### src/verilog/cir_defs.svh
`ifndef CIR_DEFS_SVH
`define CIR_DEFS_SVH

// fixed restart targets
`define CIR_URGENT_ADDR  16'h0066
`define CIR_MODE1_ADDR   16'h0038

// acknowledge fetch: base clocks plus automatic wait states
`define CIR_ACK_BASE_T   3'h3
`define CIR_ACK_WAIT_T   3'h2
// plain memory read length in clocks
`define CIR_MEMRD_T      3'h3

// opcode patterns seen in mode 0
`define CIR_CALL_OP      8'hCD
`define CIR_RST_MASK     8'hC7
`define CIR_RST_POS      3

// reset values
`define CIR_VBASE_RST    8'h00

`endif

### src/verilog/cir_pkg.sv
package cir_pkg;

	// maskable response modes, in numeric order 0, 1, 2
	typedef enum logic [1:0] {
		CIR_MODE0,
		CIR_MODE1,
		CIR_MODE2
	} cir_mode_t;

	// sequencer states
	typedef enum logic [1:0] {
		ST_IDLE,
		ST_ACK,
		ST_RD_LO,
		ST_RD_HI
	} cir_state_t;

endpackage : cir_pkg

### src/verilog/cir_en_if.sv
// enable flip-flop commands and their state, main to flip-flop module
interface cir_en_if;
	logic ei;          // enable instruction executed
	logic di;          // mask instruction executed
	logic return_from_urgent_instr;        // return from urgent service
	logic urg_acc;     // urgent request accepted
	logic msk_acc;     // maskable request accepted
	logic en_primary;  // primary enable flip-flop
	logic en_shadow;   // shadow enable flip-flop

	modport ctl (
		output ei, di, return_from_urgent_instr, urg_acc, msk_acc,
		input  en_primary, en_shadow
	);
	modport ff (
		input  ei, di, return_from_urgent_instr, urg_acc, msk_acc,
		output en_primary, en_shadow
	);
endinterface : cir_en_if

### src/verilog/cir_irq_resp.sv
`include "cir_defs.svh"

// Notes on behaviour
// - urgent line outranks enabled maskable line
// - one urgent response; maskable modes 0-2
// - both lines sampled on instruction's last clock
// - urgent request never masked by software
// - urgent jumps to 0066, waiting out any bus hold
// - acknowledge needs request, enable, no bus hold
// - acknowledge fetch uses I/O strobe, not memory
// - acknowledge fetch stretched by two waits
// - mode 0 call: ack plus two reads
// - mode 1 jumps to fixed 0038
// - mode 2 fetches address at base:vector
// - pending requests held, never discarded
// - reset and mask instruction clear both enables
// - enable instruction sets both enables
// - vector/refresh loads copy shadow to parity
// - urgent accept saves primary, then clears it
// - urgent return restores primary from shadow
// - mode instructions select 0, 1, 2
module cir_irq_resp (
	input  wire logic        clk_sys_i,        // system clock, 20 MHz
	input  wire logic        rst_n_i,          // sync reset, active low
	input  wire logic        ce_i,             // clock enable, freezes all
	input  wire logic        urgent_req_n_i,   // urgent request pin
	input  wire logic        maskable_req_n_i, // shared maskable pin
	input  wire logic        bus_hold_request_n_i, // bus hold pin
	input  wire logic        instr_last_i,     // last clock of instruction
	input  wire logic [15:0] pc_i,             // address of next instr
	input  wire logic [7:0]  data_i,           // data bus in
	input  wire logic [7:0]  acc_i,            // accumulator value
	input  wire logic        enable_irq_instr_i,   // enable executed
	input  wire logic        irq_mask_instr_i,     // mask executed
	input  wire logic        return_from_urgent_instr_i, // return_from_urgent_instr
	input  wire logic        set_irq_mode_instr_i, // mode set executed
	input  wire logic [1:0]  irq_mode_sel_i,   // mode number 0..2
	input  wire logic        load_vector_base_i,   // base <- acc
	input  wire logic        load_acc_from_vector_base_i, // acc <- base
	input  wire logic        load_acc_from_refresh_i,     // acc <- refresh
	output logic             busy_o,           // sequence running, stall
	output logic [15:0]      addr_o,           // address bus out
	output logic             opcode_fetch_cycle_n_o,   // fetch marker
	output logic             io_request_strobe_n_o,    // I/O strobe
	output logic             memory_request_strobe_n_o, // memory strobe
	output logic             read_n_o,         // read strobe
	output logic             jump_valid_o,     // push pc and jump, pulse
	output logic [15:0]      jump_addr_o,      // service address
	output logic             exec_valid_o,     // run supplied byte, pulse
	output logic [7:0]       exec_byte_o,      // byte from peripheral
	output logic             pv_load_o,        // parity flag write, pulse
	output logic             pv_flag_o,        // value for parity flag
	output logic [7:0]       vector_base_o,    // vector base register
	output logic [1:0]       irq_mode_o,       // current maskable mode
	output logic             irq_enabled_o     // primary enable state
);
	localparam logic [2:0] ACK_LAST =
		`CIR_ACK_BASE_T + `CIR_ACK_WAIT_T - 3'h1;
	localparam logic [2:0] RD_LAST = `CIR_MEMRD_T - 3'h1;

	// true for a one-byte restart opcode
	function automatic logic is_restart(input logic [7:0] b);
		is_restart = ((b & `CIR_RST_MASK) == `CIR_RST_MASK);
	endfunction : is_restart

	cir_en_if en ();                  // enable flip-flop link
	cir_pkg::cir_state_t state_r;     // sequencer state
	cir_pkg::cir_mode_t  mode_r;      // maskable response mode
	logic [2:0]  tcnt_r;              // clock within bus cycle
	logic [7:0]  lo_r;                // low byte of fetched address
	logic        urg_lvl;             // synced urgent pin
	logic        msk_lvl;             // synced maskable pin
	logic        hold_lvl;            // synced bus hold pin
	logic        urg_prev_r;          // urgent level one clock ago
	logic        urg_pend_r;          // urgent edge waiting for service
	logic        ei_block_r;          // enable was the last instruction
	logic        boundary;            // sample point
	logic        urg_take;            // accept urgent now
	logic        msk_take;            // accept maskable now
	logic        urg_edge;            // falling edge on urgent pin

	// pins come from outside the clock domain
	cir_sync #(.RST_VAL(1'b1)) u_sync_urg (
		.clk_sys_i (clk_sys_i),
		.rst_n_i   (rst_n_i),
		.ce_i      (ce_i),
		.pin_i     (urgent_req_n_i),
		.level_o   (urg_lvl)
	);
	cir_sync #(.RST_VAL(1'b1)) u_sync_msk (
		.clk_sys_i (clk_sys_i),
		.rst_n_i   (rst_n_i),
		.ce_i      (ce_i),
		.pin_i     (maskable_req_n_i),   // wired-OR
		.level_o   (msk_lvl)
	);
	cir_sync #(.RST_VAL(1'b1)) u_sync_hold (
		.clk_sys_i (clk_sys_i),
		.rst_n_i   (rst_n_i),
		.ce_i      (ce_i),
		.pin_i     (bus_hold_request_n_i),
		.level_o   (hold_lvl)
	);

	cir_enable_ff u_enable (
		.clk_sys_i (clk_sys_i),
		.rst_n_i   (rst_n_i),
		.ce_i      (ce_i),
		.en        (en.ff)
	);

	// acceptance: urgent first and unmaskable, maskable needs enable,
	// both wait while the bus is held so nothing is lost meanwhile
	always_comb begin
		urg_edge = urg_prev_r && !urg_lvl;
		boundary = instr_last_i && (state_r == cir_pkg::ST_IDLE)
			&& hold_lvl;
		urg_take = boundary && urg_pend_r;
		msk_take = boundary && !urg_pend_r && !msk_lvl
			&& en.en_primary && !ei_block_r
			&& !enable_irq_instr_i;
	end

	// instruction strobes and accepts to the enable flip-flops
	always_comb begin
		en.ei      = enable_irq_instr_i && instr_last_i;
		en.di      = irq_mask_instr_i && instr_last_i;
		en.return_from_urgent_instr    = return_from_urgent_instr_i && instr_last_i;
		en.urg_acc = ce_i && urg_take;
		en.msk_acc = ce_i && msk_take;
	end

	// urgent edge latch; a new edge wins over the service clear
	always_ff @(posedge clk_sys_i) begin
		if (!rst_n_i) begin
			urg_prev_r <= 1'b1;
			urg_pend_r <= 1'b0;
		end else if (ce_i) begin
			urg_prev_r <= urg_lvl;
			if (urg_edge) begin
				urg_pend_r <= 1'b1;
			end else if (urg_take) begin
				urg_pend_r <= 1'b0;
			end
		end
	end

	// enable delay: blocks through the instruction after the enable
	always_ff @(posedge clk_sys_i) begin
		if (!rst_n_i) begin
			ei_block_r <= 1'b0;
		end else if (ce_i && instr_last_i) begin
			ei_block_r <= enable_irq_instr_i;
		end
	end

	// mode and vector base registers
	always_ff @(posedge clk_sys_i) begin
		if (!rst_n_i) begin
			mode_r   <= cir_pkg::CIR_MODE0;
			vector_base_o <= `CIR_VBASE_RST;
		end else if (ce_i && instr_last_i) begin
			// code 3 is not a mode: keep the current one
			if (set_irq_mode_instr_i && (irq_mode_sel_i != 2'h3)) begin
				mode_r <= cir_pkg::cir_mode_t'(irq_mode_sel_i);
			end
			if (load_vector_base_i) begin
				vector_base_o <= acc_i;
			end
		end
	end

	// shadow enable into parity on the two special accumulator loads
	always_ff @(posedge clk_sys_i) begin
		if (!rst_n_i) begin
			pv_load_o <= 1'b0;
			pv_flag_o <= 1'b0;
		end else if (ce_i) begin
			pv_load_o <= instr_last_i && (load_acc_from_vector_base_i
				|| load_acc_from_refresh_i);
			pv_flag_o <= en.en_shadow;
		end
	end

	// response sequencer: acknowledge fetch, then optional two reads
	always_ff @(posedge clk_sys_i) begin
		if (!rst_n_i) begin
			state_r      <= cir_pkg::ST_IDLE;
			tcnt_r       <= 3'h0;
			addr_o       <= 16'h0000;
			lo_r         <= 8'h00;
			jump_valid_o <= 1'b0;
			jump_addr_o  <= 16'h0000;
			exec_valid_o <= 1'b0;
			exec_byte_o  <= 8'h00;
		end else if (ce_i) begin
			jump_valid_o <= 1'b0;
			exec_valid_o <= 1'b0;
			tcnt_r       <= tcnt_r + 3'h1;
			case (state_r)
				cir_pkg::ST_IDLE: begin
					tcnt_r <= 3'h0;
					if (urg_take) begin
						// no bus cycle: straight to the fixed restart
						jump_valid_o <= 1'b1;
						jump_addr_o  <= `CIR_URGENT_ADDR;
					end else if (msk_take) begin
						state_r <= cir_pkg::ST_ACK;
						addr_o  <= pc_i;
					end
				end
				cir_pkg::ST_ACK: begin
					if (tcnt_r == ACK_LAST) begin
						tcnt_r <= 3'h0;
						state_r <= cir_pkg::ST_IDLE;
						case (mode_r)
							cir_pkg::CIR_MODE0: begin
								if (data_i == `CIR_CALL_OP) begin
									state_r <= cir_pkg::ST_RD_LO;
									addr_o  <= pc_i;
								end else if (is_restart(data_i)) begin
									jump_valid_o <= 1'b1;
									jump_addr_o  <= {10'h000,
										data_i[5:3], 3'h0};
								end else begin
									exec_valid_o <= 1'b1;
									exec_byte_o  <= data_i;
								end
							end
							cir_pkg::CIR_MODE1: begin
								jump_valid_o <= 1'b1;
								jump_addr_o  <= `CIR_MODE1_ADDR;
							end
							default: begin
								// vector used as given; bit 0 is the
								// peripheral's duty
								state_r <= cir_pkg::ST_RD_LO;
								addr_o  <= {vector_base_o, data_i};
							end
						endcase
					end
				end
				cir_pkg::ST_RD_LO: begin
					if (tcnt_r == RD_LAST) begin
						tcnt_r  <= 3'h0;
						lo_r    <= data_i;
						addr_o  <= addr_o + 16'h0001;
						state_r <= cir_pkg::ST_RD_HI;
					end
				end
				default: begin
					if (tcnt_r == RD_LAST) begin
						tcnt_r       <= 3'h0;
						state_r      <= cir_pkg::ST_IDLE;
						jump_valid_o <= 1'b1;
						jump_addr_o  <= {data_i, lo_r};
					end
				end
			endcase
		end
	end

	// bus strobes follow the state; the acknowledge fetch raises the
	// I/O strobe instead of the memory strobe
	always_comb begin
		busy_o = (state_r != cir_pkg::ST_IDLE);
		opcode_fetch_cycle_n_o = (state_r != cir_pkg::ST_ACK);
		io_request_strobe_n_o  = (state_r != cir_pkg::ST_ACK);
		memory_request_strobe_n_o = !((state_r == cir_pkg::ST_RD_LO)
			|| (state_r == cir_pkg::ST_RD_HI));
		read_n_o      = memory_request_strobe_n_o;
		irq_mode_o    = mode_r;
		irq_enabled_o = en.en_primary;
	end

	property p_urg_jump;
		@(posedge clk_sys_i) disable iff (!rst_n_i || !ce_i)
		urg_take |=> jump_valid_o && (jump_addr_o == `CIR_URGENT_ADDR);
	endproperty
	a_urg_jump: assert property (p_urg_jump)
		else $error("urgent accept did not jump to its restart");

	property p_ack_len;
		@(posedge clk_sys_i) disable iff (!rst_n_i || !ce_i)
		msk_take |=> (!io_request_strobe_n_o && memory_request_strobe_n_o)
			[*5] ##1 io_request_strobe_n_o;
	endproperty
	a_ack_len: assert property (p_ack_len)
		else $error("acknowledge fetch length or strobe wrong");

	property p_mode1;
		@(posedge clk_sys_i) disable iff (!rst_n_i || !ce_i)
		(msk_take && mode_r == cir_pkg::CIR_MODE1) |=> ##5
			jump_valid_o && (jump_addr_o == `CIR_MODE1_ADDR);
	endproperty
	a_mode1: assert property (p_mode1)
		else $error("mode 1 did not jump to its restart");

	property p_rd_len;
		@(posedge clk_sys_i) disable iff (!rst_n_i || !ce_i)
		$rose(state_r == cir_pkg::ST_RD_LO) |->
			(!memory_request_strobe_n_o)[*6] ##1 jump_valid_o;
	endproperty
	a_rd_len: assert property (p_rd_len)
		else $error("two memory reads not followed by the jump");

	property p_masked;
		@(posedge clk_sys_i) disable iff (!rst_n_i || !ce_i)
		(boundary && !en.en_primary) |=> !$rose(busy_o);
	endproperty
	a_masked: assert property (p_masked)
		else $error("maskable request taken while disabled");

	property p_parity;
		@(posedge clk_sys_i) disable iff (!rst_n_i || !ce_i)
		(instr_last_i && load_acc_from_refresh_i)
			|=> pv_load_o && (pv_flag_o == $past(en.en_shadow));
	endproperty
	a_parity: assert property (p_parity)
		else $error("parity flag not loaded from shadow enable");

endmodule : cir_irq_resp

### src/verilog/cir_sync.sv
// three-stage pin synchroniser; output moves once stages two and three agree
module cir_sync #(
	parameter logic RST_VAL = 1'b1  // idle level of the pin
) (
	input  wire logic clk_sys_i,  // system clock
	input  wire logic rst_n_i,    // synchronous reset, active low
	input  wire logic ce_i,       // clock enable
	input  wire logic pin_i,      // asynchronous pin
	output logic      level_o     // filtered, synchronous level
);
	logic s1_r;  // first stage, read only by s2_r
	logic s2_r;  // second stage
	logic s3_r;  // third stage

	// shift chain
	always_ff @(posedge clk_sys_i) begin
		if (!rst_n_i) begin
			s1_r <= RST_VAL;
			s2_r <= RST_VAL;
			s3_r <= RST_VAL;
		end else if (ce_i) begin
			s1_r <= pin_i;
			s2_r <= s1_r;
			s3_r <= s2_r;
		end
	end

	// agreement filter rejects a single-clock glitch past the chain
	always_ff @(posedge clk_sys_i) begin
		if (!rst_n_i) begin
			level_o <= RST_VAL;
		end else if (ce_i && (s2_r == s3_r)) begin
			level_o <= s3_r;
		end
	end

	property p_sync_agree;
		@(posedge clk_sys_i) disable iff (!rst_n_i || !ce_i)
		(s2_r == s3_r) |=> (level_o == $past(s3_r));
	endproperty
	a_sync_agree: assert property (p_sync_agree)
		else $error("synchroniser output ignored agreeing stages");

endmodule : cir_sync

### src/verilog/cir_enable_ff.sv
// primary and shadow maskable-enable flip-flops
module cir_enable_ff (
	input  wire logic clk_sys_i,  // system clock
	input  wire logic rst_n_i,    // synchronous reset, active low
	input  wire logic ce_i,       // clock enable
	cir_en_if.ff      en          // commands in, state out
);
	// primary: reset and mask clear, enable sets, return_from_urgent_instr restores,
	// any accepted request disables further maskable service
	always_ff @(posedge clk_sys_i) begin
		if (!rst_n_i) begin
			en.en_primary <= 1'b0;
		end else if (ce_i) begin
			if (en.urg_acc || en.msk_acc) begin
				en.en_primary <= 1'b0;
			end else if (en.di) begin
				en.en_primary <= 1'b0;
			end else if (en.ei) begin
				en.en_primary <= 1'b1;
			end else if (en.return_from_urgent_instr) begin
				en.en_primary <= en.en_shadow;
			end
		end
	end

	// shadow: keeps the pre-urgent state so return_from_urgent_instr can put it back
	always_ff @(posedge clk_sys_i) begin
		if (!rst_n_i) begin
			en.en_shadow <= 1'b0;
		end else if (ce_i) begin
			if (en.urg_acc) begin
				en.en_shadow <= en.en_primary;
			end else if (en.msk_acc || en.di) begin
				en.en_shadow <= 1'b0;
			end else if (en.ei) begin
				en.en_shadow <= 1'b1;
			end
		end
	end

	property p_en_set;
		@(posedge clk_sys_i) disable iff (!rst_n_i || !ce_i)
		(en.ei && !en.urg_acc && !en.msk_acc && !en.di)
			|=> en.en_primary && en.en_shadow;
	endproperty
	a_en_set: assert property (p_en_set)
		else $error("enable instruction did not set both flip-flops");

	property p_en_clear;
		@(posedge clk_sys_i) disable iff (!rst_n_i || !ce_i)
		(en.di && !en.urg_acc) |=> !en.en_primary && !en.en_shadow;
	endproperty
	a_en_clear: assert property (p_en_clear)
		else $error("mask instruction did not clear both flip-flops");

	property p_urg_copy;
		@(posedge clk_sys_i) disable iff (!rst_n_i || !ce_i)
		en.urg_acc |=> !en.en_primary
			&& (en.en_shadow == $past(en.en_primary));
	endproperty
	a_urg_copy: assert property (p_urg_copy)
		else $error("urgent accept did not save and clear enable");

	property p_return_from_urgent_instr;
		@(posedge clk_sys_i) disable iff (!rst_n_i || !ce_i)
		(en.return_from_urgent_instr && !en.ei && !en.di && !en.urg_acc && !en.msk_acc)
			|=> en.en_primary == $past(en.en_shadow);
	endproperty
	a_return_from_urgent_instr: assert property (p_return_from_urgent_instr)
		else $error("return did not restore primary enable");

endmodule : cir_enable_ff

### config.mk
export PLATFORM = sky130hd
export DESIGN_NAME = cir_irq_resp
export DESIGN_NICKNAME = d
export VERILOG_FILES = /design/src/verilog/cir_pkg.sv /design/src/verilog/cir_en_if.sv /design/src/verilog/cir_irq_resp.sv /design/src/verilog/cir_sync.sv /design/src/verilog/cir_enable_ff.sv
export VERILOG_INCLUDE_DIRS = /design/src /design/src/verilog
export SDC_FILE = /design/constraint.sdc
export NUM_CORES = 1
export LEC_CHECK = 0
export ABC_AREA = 0
export BUFFER_PORTS_ARGS = -buffer_cell sky130_fd_sc_hd__buf_4
export CAP_MARGIN = 20
export CORE_MARGIN = 10
export CORE_UTILIZATION = 53
export DETAILED_ROUTE_END_ITERATION = 10
export HOLD_SLACK_MARGIN = 0.03
export PLACE_DENSITY = 0.8
export SLEW_MARGIN = 20
export SYNTH_ARGS = -nofsm -noshare
export SYNTH_HDL_FRONTEND = slang
export SYNTH_SLANG_ARGS = --single-unit
### constraint.sdc
create_clock -name clk_sys_i -period 2.34 [get_ports clk_sys_i]
set_clock_uncertainty 0.05 [all_clocks]
set_input_delay 0.117 -clock clk_sys_i [delete_from_list [all_inputs] [get_ports clk_sys_i]]
set_output_delay 0.117 -clock clk_sys_i [all_outputs]
set_load 0.1 [all_outputs]
# After elaboration in Yosys (flattened, before gate mapping)
# Index checks and enable logic that the tools add are counted.
word_totals:
  regBits: 84
  input_bits: 48
op_classes:
  bitwise_logic: 3
  n_eq_ne: 23
  addsub: 2
  n_mux: 46
  n_reduce_logical: 48
op_table:
  columns: ["op", "n"]
  rows:
  - ["$mux W16", 10]
  - ["$pmux W16 S3", 2]
  - ["$pmux W16 S2", 2]
  - ["$logic_and A1 B1 Y1", 20]
  - ["$mux W1", 19]
  - ["$add A16 B1 Y16 const B", 1]
  - ["$reduce_and A8 Y1", 2]
  - ["$ne A2 B2 Y1 const B", 7]
  - ["$mux W2", 6]
  - ["$reduce_and A6 Y1", 2]
  - ["$reduce_and A2 Y1", 5]
  - ["$ne A3 B3 Y1 const B", 3]
  - ["$reduce_bool A3 Y1", 3]
  - ["$eq A8 B8 Y1 const B", 1]
  - ["$logic_not A1 Y1", 6]
  - ["$mux W3", 2]
  - ["$pmux W2 S3", 1]
  - ["$pmux W3 S2", 1]
  - ["$eq A5 B5 Y1 const B", 1]
  - ["$eq A2 B1 Y1 const B", 2]
  - ["$eq A2 B2 Y1 const B", 2]
  - ["$logic_not A2 Y1", 2]
  - ["$logic_or A1 B1 Y1", 4]
  - ["$pmux W2 S2", 1]
  - ["other kinds (12)", 17]

# Logic depth before layout (Yosys ltp)
# Gate-level depths: netlist (run 1).
logic_depth:
  word_depth: 12
  ltp_mapped: 9
  mapped_depth_nobuf: 7

# Cells and area by module
# From an unflattened synthesis (run 1), not the netlist that was laid out.
hier_totals:
  cells_unflattened: 511
  area_unflattened_um2: 4410.5
modules_own_cells:
  columns: ["module", "area_per_inst_um2", "seq_area_each_um2", "instances", "cells_each"]
  rows:
  - ["cir_irq_resp", 3867.5, 1401.3, 1, 456]
  - ["cir_sync", 142.6, 80.1, 3, 14]
  - ["cir_enable_ff", 115.1, 40.0, 1, 13]

# Least setup slack after synthesis (run 1)
# OpenSTA, ideal clock, no wires.
synth_path:
  kind: "register -> output"
  from: "register state_r[0]"
  to: "output read_n_o"
  arrival_ps: 2615
  slack_ps: -442
  path_stages_with_launch: 6
  path_buffers: 2
  required_time_ps: 2173
  cell_sequence: "dfxtp_1 inv_1 ha_1 buf_2 nor2_1 buf_4"
synth_via:
  elab_chain_len: 3
  elab_cells_between_ends: 4
  classes_between: "2 x eq/ne; 2 x reduce/logical"
synth_lines:
  columns: ["element", "line_no", "text"]
  rows:
  - ["start, declared", "cir_irq_resp.sv:67", "cir_pkg::cir_state_t state_r;"]
  - ["start signal, assigned", "cir_irq_resp.sv:188", "state_r <= cir_pkg::ST_IDLE;"]
  - ["start signal, assigned", "cir_irq_resp.sv:208", "state_r <= cir_pkg::ST_ACK;"]
  - ["start signal, assigned", "cir_irq_resp.sv:215", "state_r <= cir_pkg::ST_IDLE;"]
  - ["$eq A2 B2 Y1, on equally long branches", "cir_irq_resp.sv:269, cir_irq_resp.sv:270", null]
  - ["$logic_or A1 B1 Y1 (*)", "cir_irq_resp.sv:270", "|| (state_r == cir_pkg::ST_RD_HI));"]
  - ["$logic_not A1 Y1 (*)", "cir_irq_resp.sv:269", "memory_request_strobe_n_o = !((state_r == cir_pkg::ST_RD_LO)"]
  - ["end, declared", "cir_irq_resp.sv:46", "output logic read_n_o,"]
# Every way passes the cells marked *; elsewhere a longest branch is shown, timed or not.

# Worst setup path in the final report (run 1)
layout_path:
  from: "register state_r[1]"
  to: "register jump_addr_o[14]"
layout_via:
  elab_chain_len: 6
  elab_cells_between_ends: 15
  classes_between: "7 x eq/ne; 1 x mux; 1 x bitwise; 6 x reduce/logical"
layout_lines:
  columns: ["element", "line_no", "text"]
  rows:
  - ["$logic_not A2 Y1", "cir_irq_resp.sv:116, cir_irq_resp.sv:200", null]
  - ["$logic_and A1 B1 Y1", "cir_irq_resp.sv:116", "boundary = instr_last_i && (state_r == cir_pkg::ST_IDLE)"]
  - ["$logic_and A1 B1 Y1", "cir_irq_resp.sv:117", "&& hold_lvl;"]
  - ["$logic_and A1 B1 Y1", "cir_irq_resp.sv:118", "urg_take = boundary && urg_pend_r;"]
  - ["$ne A2 B2 Y1 (no line)", null, null]
  - ["$reduce_and A8 Y1 (no line)", null, null]
  - ["end signal, assigned", "cir_irq_resp.sv:206", "jump_addr_o <= `CIR_URGENT_ADDR;"]
  - ["end signal, assigned", "cir_irq_resp.sv:223", "jump_addr_o <= {10'h000,"]
  - ["end signal, assigned", "cir_irq_resp.sv:232", "jump_addr_o <= `CIR_MODE1_ADDR;"]
  - ["end, declared", "cir_irq_resp.sv:48", "output logic [15:0] jump_addr_o,"]
# Parallel ways exist; a longest one is shown, timed or not.
# A chain may end at the register's enable or synchronous reset.

==> results of run 1 <==
[layout make-up]
cell class | count | area, um^2 | share of cell area, %
Multi-Input combinational cell | 356 | 2262 | 40.92
Sequential cell | 84 | 1694 | 30.65
Timing Repair Buffer | 146 | 1186 | 21.46
Clock buffer | 12 | 155.1 | 2.807
Tap cell | 102 | 127.6 | 2.309
Inverter | 13 | 55.05 | 0.9959
Clock inverter | 4 | 47.55 | 0.8601
[report_power, final]
| group | switching [uW] | total [uW] | internal (uW) |
|---|---|---|---|
| combinational | 186 | 326 | 140 |
| clock | 517 | 1070 | 548 |
| sequential | 16.1 | 1460 | 1450 |
[state kept, by name (all words and copies together) (netlist names), 2 cells and up]
register and cells:
addr_o 16, jump_addr_o 16, exec_byte_o 8, lo_r 8
vector_base_o 8, tcnt_r 3, irq_mode_o 2, state_r 2
[worst paths after layout]
path / from / end / slack, ns
worst min-delay path: load_acc_from_refresh_i / pv_load_o$_SDFFE_PN0P_ / 0.04
worst max register to register: state_r[1]$_SDFFE_PN0P_ / jump_addr_o[14]$_SDFFE_PN0P_ / 0.21
worst min register to register: jump_addr_o[8]$_SDFFE_PN0P_ / jump_addr_o[8]$_SDFFE_PN0P_ / 0.41
worst max-delay path: state_r[1]$_SDFFE_PN0P_ / jump_addr_o[14]$_SDFFE_PN0P_ / 0.21
[kinds of logic after synthesis]
| group | count (synthesis) |
|---|---|
| mux | 28 |
| buf+inv | 46 |
| fa+ha+maj | 9 |
| flops | 84 |
| compound gates | 132 |
| simple gates | 181 |
| xor+xnor | 6 |
[layout by cell type, fill, tap and decap left out, types with 4 or more instances in the layout]
master,synthesis,layout
nand2b_1,4,4
dlygate4sd3_1,0,26
and3_1,4,4
a221o_1,4,4
and2_1,4,4
a22o_1,7,7
o211ai_1,4,4
dfxtp_1,84,74
nor3_1,6,6
dfxtp_2,0,10
a21o_1,4,4
nor2_1,45,43
a222oi_1,4,4
o21ai_0,19,19
mux2i_1,27,27
o21ai_1,14,14
nand3_1,24,24
xor2_1,5,5
a21oi_1,35,35
nor4_1,6,6
nand2_1,63,63
inv_1,12,10
a22oi_1,6,6
o2111ai_1,5,5
clkbuf_8,0,11
ha_1,9,8
buf_4,4,118
[routing by layer]
layer	global-route usage, %	vias up	wire length, um
li1	-	2006	-
met1	24.18	1926	5079
met2	35.52	145	6140
met3	4.878	11	916
met4	7.345	0	146
met5	0	-	0
[per-stage QoR]
stage	setup slack (ns)	hold WS [ns]	power [uW]
global route	0.07289	0.04784	2945
floorplan	0.006517	0.1954	1668
finish	0.2131	0.03535	2854
global placement	0.3130	0.2828	1781
CTS	0.2168	0.03231	2864
detailed placement	0.2256	0.2908	1786
[worst max-delay path, delay by kind of cell, from the launching register on]
kind,cells,cell delay [ns]
flip-flops,1,0.41
AO/OA/AOI/OAI,2,0.32
buffers and inverters,3,0.41
AND/OR/NAND/NOR,3,0.65
adder cells (fa/ha/maj),1,0.21
==> results.toml, run 1 <==
[pwr]
ir_worst_vdd_mv = 0.4630
leakagePower_uw = 0.002374
powerDensity_mw_per_mm2 = 516.3

[setup_path]
worstPathArrival_ns = 2.37
critPathMaxFanout = 17
cpPeakStageDelay_ns = 0.42
crit_path_end_kind = "flop"
criticalPathCategory = "reg2reg"
required_ns = 2.58
cpMaxStageDelayCell = "and4bb_4"
path_cells = "inv_4 -> ha_4 -> buf_4 -> and2_1 -> a41oi_1 -> and4bb_4 -> buf_12 -> nand3_1 -> o21ai_1"
rr_worst_depth = 9
worst_setup_path_start_kind = "flop"

[sta]
final.period_utilization_pct = 90.89
relSlewSlack_pct = 52.66
rsz0062_at_grt = "false"
period_needed_ns = 2.127
final_hold_viol_count = 0
finalSetupViolations = 0
fmax_mhz = 470.2
worst_pin_slew_ns = 0.7063
tns_ns = 0
drv_slew = 0

[synth]
syn_avg_cell_area_um2 = 8.532
synth_top_family_by_area = "simple AND/OR/NAND/NOR gates"
ys.flop_type = "dfxtp_1"
synthTopCellsByArea = "dfxtp_1, mux2i_1, nand2_1, a21oi_1, nor2_1"
synth_xor_area_share_pct = 1.267
yosysWarnings = 0
ys_async_sr_fraction_pct = 0
syn_nets = 543
yosys.area_share.simple_pct = 21.94
synthAdderAreaFrac_pct = 2.716
post-synth-top-area-cell = "dfxtp_1"
synth_cells = 486
synthMuxAreaShare_pct = 6.789
seq_area_frac_synth_pct = 40.56
post-synth-top-count-cell = "dfxtp_1"
synth_cell_type_count = 71
synth_common_cells = "dfxtp_1, nand2_1, nor2_1, a21oi_1, mux2i_1"
ys_ff_latch = 84
netlist_area_mm2 = 0.004146
synth_edf_count = 0
synth.top_cell.area_share_pct = 40.56
synth_compound_area_share_pct = 21.42

[hold_path]
worstHoldPathType = "in2reg"
min_path_cells = 3

[place]
gp_routability_congestion = 0.8987
placedCellCount = 675
portBuffers = 107
dpl.hpwl_um = 8711
place_area_mm2 = 0.005065

[grt]
grt_max_degree = 57
track_usage_pct = 20.52
antenna_found_initial = 0
grt_pass1_wl_um = 19700
grt_pass1_vias = 4071
grt.overflow.total = 0

[drt]
drtIter0Drc = 291
viasPerCell = 5.702
drcViolationCount = 0
ant_nets = 0
wl_per_cell_um = 17.13
drtPass1Iterations = 7
num_vias = 4088
routed_wl_um = 12280

[clock_tree]
post_cts_buffers = 0
path_clk_slew_ns = 0.08
cts_buffer_depth = 2
cts.sinks = 84
cts_hold_buffers = 26
ctsResizeCount = 0
root_buffer = "clkbuf_8"
cts_tree = "done"
clk_latency_ns = 0.36
cts_buffers = 9
htreeDepth = 3

[cells_and_area]
n_antenna_cell = 0
final_util_pct = 71.91
num-fill-cells = 627
syn2layout_area_growth_pct = 33.31
fin_nets = 667
drive_gt1_share_pct = 26.99
stdcell_count = 717
finalInstanceArea_mm2 = 0.005528

[floorplanning]
num_rows = 32
core-area_mm2 = 0.007687
dieHeight_um = 108.5
start_util_pct = 53.94
die-area_mm2 = 0.01176
die_width_um = 108.5
ios = 108

[run]
max_cap_violations = 0

[run_status]
outcome = "finished, final reports clean"
(Power assumes the default switching activity.)
==> run 2, diff against run 1 <==
--- a/config.mk
+++ b/config.mk
@@ -7,13 +7,13 @@
 export NUM_CORES = 1
 export LEC_CHECK = 0
 export ABC_AREA = 0
-export BUFFER_PORTS_ARGS = -buffer_cell sky130_fd_sc_hd__buf_4
 export CAP_MARGIN = 20
 export CORE_MARGIN = 10
-export CORE_UTILIZATION = 53
+export CORE_UTILIZATION = 61
 export DETAILED_ROUTE_END_ITERATION = 10
+export DONT_BUFFER_PORTS = 1
 export HOLD_SLACK_MARGIN = 0.03
-export PLACE_DENSITY = 0.8
+export PLACE_DENSITY = 0.77
 export SLEW_MARGIN = 20
 export SYNTH_ARGS = -nofsm -noshare
 export SYNTH_HDL_FRONTEND = slang
==> run 2 against run 1 <==
Against the previous run: flip-flop and latch count did not move; critical path type unchanged; setup slack got worse by 0.093 ns; fmax fell by 4.2%; non-clock buffer count fell by 25; register-to-register slack got worse by 0.09 ns; wire length rose by 11%; critical path depth did not move; sequential power barely moved; final cell count fell by 7.0%; first-iteration DRC count rose by 21%.
==> results.toml, run 2 (same netlist as run 1, synthesis figures left out) <==
[place]
gp_routability_congestion = 0.8973
portBuffers = 0
post-place-ws_ns = 0.1941
dpl.hpwl_um = 8559
placedCellCount = 599
place_area_mm2 = 0.004656

[cells_and_area]
n_antenna_cell = 0
num-fill-cells = 385
drive_gt1_share_pct = 20.00
top_regs = "addr_o x16, jump_addr_o x16"
fin_nets = 642
stdcell_count = 667
finalInstanceArea_mm2 = 0.005421
final_common_cell = "dfxtp_1"
final_cell_mix = "dfxtp_1, buf_4, nand2_1, dlygate4sd3_1, nor2_1"
syn2layout_area_growth_pct = 30.75

[sta]
period_needed_ns = 2.220
rsz0062_at_grt = "false"
final_hold_viol_count = 0
worst_pin_slew_ns = 0.6405
fmax_mhz = 450.5
setup_slack_ns = 0.1205
final.period_utilization_pct = 94.85
drv_slew = 0
tns_ns = 0
finalSetupViolations = 0
relSlewSlack_pct = 57.07
hold-worst-slack_ns = 0.04666

[floorplanning]
die-area_mm2 = 0.01050
die_width_um = 102.4
ios = 108
core-area_mm2 = 0.006459
dieHeight_um = 102.4
start_util_pct = 64.20
num_rows = 29

[grt]
antenna_found_initial = 0
grt.overflow.total = 0
track_usage_pct = 25.58
grt_pass1_wl_um = 21180
grt_pass1_vias = 4058
grt_max_degree = 56

[clock_tree]
htreeDepth = 3
cts_buffers = 9
root_buffer = "clkbuf_8"
cts_tree = "done"
path_clk_slew_ns = 0.09
clk_latency_ns = 0.36
cts.sinks = 84
cts_buffer_depth = 2
ctsResizeCount = 0

[drt]
ant_nets = 0
routed_wl_um = 13630
drtPass1Iterations = 5
drcViolationCount = 0
wl_per_cell_um = 20.43
num_vias = 4258
viasPerCell = 6.384
drtIter0Drc = 353

[run]
max_cap_violations = 0

[setup_path]
critPathMaxFanout = 18
crit_path_end_kind = "flop"
worstPathArrival_ns = 2.42
required_ns = 2.55
criticalPathCategory = "reg2reg"
worst_setup_path_start_kind = "flop"
rr_worst_depth = 9

[pwr]
powerDensity_mw_per_mm2 = 542.5
ir_worst_vdd_mv = 0.5546
leakagePower_uw = 0.002260

[hold_path]
min_path_cells = 2
worstHoldPathType = "in2reg"

[run_status]
outcome = "finished, final reports clean"
-- run 2: changes by cell type in the layout (fill, tap and decap cells not counted), sizes merged --
| cell | previous run | this run |
|---|---|---|
| buf | 120 | 71 |
| clkinv | 2 | 4 |
| clkinvlp | 2 | 1 |
| dlygate4sd3 | 26 | 50 |
| bufinv | 1 | 2 |
| clkbuf | 12 | 10 |
-- run 2: routing by layer --
layer / GRT usage, % / up-vias / wire [um]
met5: 0 / - / 0
met4: 11.71 / 0 / 428
met3: 7.422 / 45 / 1337
met2: 43.72 / 252 / 6864
met1: 28.79 / 2003 / 4996
li1: - / 1958 / -
-- run 2: worst max-delay path, cell delays in order (launching register included) --
cell and delay [ns]:
dfxtp_2 0.37, inv_4 0.10, ha_4 0.21, buf_4 0.21
or3b_1 0.37, a21oi_1 0.14, and4bb_4 0.32, buf_12 0.17
o2111ai_1 0.08, o21ai_1 0.09
-- run 2: final timing paths --
path                      startpoint                          end  slack (ns)
min reg2reg     lo_r[4]$_SDFFE_PN0P_         lo_r[4]$_SDFFE_PN0P_        0.41
max reg2reg  state_r[1]$_SDFFE_PN0P_  jump_addr_o[3]$_SDFFE_PN0P_        0.12
max          state_r[1]$_SDFFE_PN0P_  jump_addr_o[3]$_SDFFE_PN0P_        0.12
min                          pc_i[2]       addr_o[2]$_SDFFE_PN0P_        0.05
-- run 2: repair_timing --
item / CTS / global route
hold buffers: 52 / 0
hold endpoints to repair: 80 / 0
setup buffers: 0 / 0
setup endpoints to repair: 0 / 0
-- run 2: stage by stage --
stage,util [%],power [uW]
4_1_cts,83.94,2931
3_3_place_gp,72.08,1674
5_1_grt,83.94,3029
6_report,83.94,2941
3_5_place_dp,72.08,1678
2_1_floorplan,-,1668
-- run 2: layout make-up --
cell class | count | area (um^2) | share of cell area, %
multi-input cells | 356 | 2267 | 41.82
flip-flops and latches | 84 | 1694 | 31.25
repair buffers | 121 | 1084 | 19.99
clock buffers | 10 | 137.6 | 2.539
well taps | 77 | 96.34 | 1.777
clock inverters | 6 | 87.58 | 1.616
inverters | 13 | 55.05 | 1.015
-- run 2: where the power goes --
group          total [uW]  leakage, uW  switching [uW]  internal, uW
Clock                1180     0.000116             548           630
Sequential           1460     0.000685            14.0          1450
Combinational         302      0.00146             179           123
Total                2940      0.00226             741          2200
==> run 3, diff against run 2 <==
--- a/config.mk
+++ b/config.mk
@@ -14,6 +14,7 @@
 export DONT_BUFFER_PORTS = 1
 export HOLD_SLACK_MARGIN = 0.03
 export PLACE_DENSITY = 0.77
+export REMOVE_ABC_BUFFERS = 1
 export SLEW_MARGIN = 20
 export SYNTH_ARGS = -nofsm -noshare
 export SYNTH_HDL_FRONTEND = slang
==> run 3 against run 2 <==
Against the previous run: global-route usage increased by 2.3 points; combinational power increased by 2%; clock power increased by 13%; via count increased by 3.6%; largest cell class unchanged.
==> results.toml, run 3 (same netlist as run 1, synthesis figures left out) <==
[run_status]
outcome = "finished, final reports clean"

[floorplanning]
num_rows = 29
die_width_um = 102.4
core-area_mm2 = 0.006459
die-area_mm2 = 0.01050
start_util_pct = 64.20
dieHeight_um = 102.4
ios = 108

[drt]
viasPerCell = 6.430
ant_nets = 0
wl_per_cell_um = 21.74
num_vias = 4411
drtIter0Drc = 399
drcViolationCount = 0
routed_wl_um = 14920
drtPass1Iterations = 5

[pwr]
leakagePower_uw = 0.002357
power_switching_uw = 752.8
combinationalPowerShare_pct = 9.9
intPower_uw = 2345
swShare_pct = 24.30
p_seq_share_pct = 47.2
powerDensity_mw_per_mm2 = 552.7
clockPowerShare_pct = 42.9
ir_worst_vdd_mv = 0.4969

[setup_path]
cpPeakStageDelay_ns = 0.56
cpMaxStageDelayCell = "dlygate4sd3_1"
critPathMaxFanout = 6
crit_path_end_kind = "flop"
worst_setup_path_start_kind = "flop"
cp_common_cell = "nor2_1"
regToRegSetupSlack_ns = 0.16
criticalPathCategory = "reg2reg"
path_cells = "inv_1 -> ha_1 -> buf_4 -> and3_1 -> nand2_1 -> nor2_1 -> nor2_1 -> dlygate4sd3_1"
required_ns = 2.55
worstPathArrival_ns = 2.39

[clock_tree]
cts_buffer_depth = 2
clk_latency_ns = 0.37
path_clk_slew_ns = 0.09
cts_buffers = 9
htreeDepth = 3
cts.sinks = 84
root_buffer = "clkbuf_8"
cts_tree = "done"

[run]
max_cap_violations = 0

[place]
place_area_mm2 = 0.004652
dpl.hpwl_um = 8499
gp_routability_congestion = 0.8836
portBuffers = 0

[cells_and_area]
top_regs = "addr_o x16, jump_addr_o x16"
fin_nets = 660
seqCellArea_mm2 = 0.001682
final_cell_mix = "dfxtp_1, buf_4, nand2_1, dlygate4sd3_1, nor2_1"
finalInstanceArea_mm2 = 0.005604
multi_input_area_mm2 = 0.002262
num-fill-cells = 354
syn2layout_area_growth_pct = 35.15
drive_gt1_share_pct = 18.42
final_common_cell = "dfxtp_1"

[grt]
grt.overflow.total = 0
antenna_found_initial = 1
met3_usage_pct = 7.085
grt.busiest_layer = "met2"
use_met1_pct = 32.29
grt_pass1_wl_um = 23070
grt_max_degree = 56
grt_pass1_vias = 4316
gr-usage-met2_pct = 46.57
track_usage_pct = 27.86

[sta]
rsz0062_at_grt = "false"
finalSetupViolations = 0
worst_pin_slew_ns = 0.7263
final.period_utilization_pct = 93.18
tns_ns = 0
relSlewSlack_pct = 51.58
period_needed_ns = 2.180
drv_slew = 0
final_hold_viol_count = 0
fmax_mhz = 458.6
hold-worst-slack_ns = 0.01725

[hold_path]
worstHoldPathType = "in2reg"
run 3: cell count changes in the layout (fill, tap and decap cells not counted), moves of 2 or more:
| cell | change |
|---|---|
| clkinv_2 | -2 |
| dfxtp_2 | -10 |
| dlygate4sd3_1 | +12 |
| dfxtp_1 | +10 |
| buf_4 | +5 |
run 3: layout make-up:
type	instances	share of cell area (%)
Sequential cell	84	30.01
Clock buffer	11	2.701
Multi-Input combinational cell	356	40.37
Timing Repair Buffer	139	22.37
Inverter	13	0.8707
Tap cell	77	1.719
Antenna cell	1	0.04465
Clock inverter	5	1.920
run 3: final timing paths:
kind / endpoint / depth (start not counted) / from
hold reg to reg: jump_addr_o[15]$_SDFFE_PN0P_ / 2 / jump_addr_o[15]$_SDFFE_PN0P_
setup reg to reg: u_enable.en.en_primary$_SDFFE_PN0P_ / 8 / state_r[1]$_SDFFE_PN0P_
hold / removal: addr_o[0]$_SDFFE_PN0P_ / 3 / data_i[0]
setup / recovery: u_enable.en.en_primary$_SDFFE_PN0P_ / 8 / state_r[1]$_SDFFE_PN0P_
run 3: repair_timing:
item                       in CTS  in global routing
resized for setup               0                  3
setup buffers                   0                  2
setup endpoints to repair       0                 17
hold buffers                   64                  0
hold endpoints to repair       79                  0
run 3: stage by stage:
step	cells	setup slack, ns	total power [uW]	utilization, %
after global placement	603	0.2628	1674	72.03
after detailed placement	603	0.1841	1679	72.03
after CTS	683	0.02724	3064	86.11
after floorplan	453	-1.088	1642	-
final	686	0.1596	3098	86.77
after global routing	686	0.03236	3163	86.77
run 3: worst max-delay path, delay by kind of cell, from the launching register on:
family	cells	cell delay (ns)
simple gates	4	0.59
fa+ha+maj	1	0.22
flops	1	0.32
buf+inv	3	0.89
run 3: metal layers:
layer | vias to the layer above | wire length, um | part of all wire [%]
met2 | 297 | 7332 | 49
met4 | 0 | 586 | 3.9
met1 | 2064 | 5509 | 37
li1 | 1994 | - | -
met5 | - | 0 | 0
met3 | 56 | 1486 | 10
run 3: power groups by stage:
stage | combinational [uW] | clock (uW) | sequential, uW
floorplan | 82.5 | 0 | 1560
global placement | 183 | 0 | 1490
detailed placement | 186 | 0 | 1490
CTS | 293 | 1310 | 1460
global route | 320 | 1380 | 1460
finish | 308 | 1330 | 1460
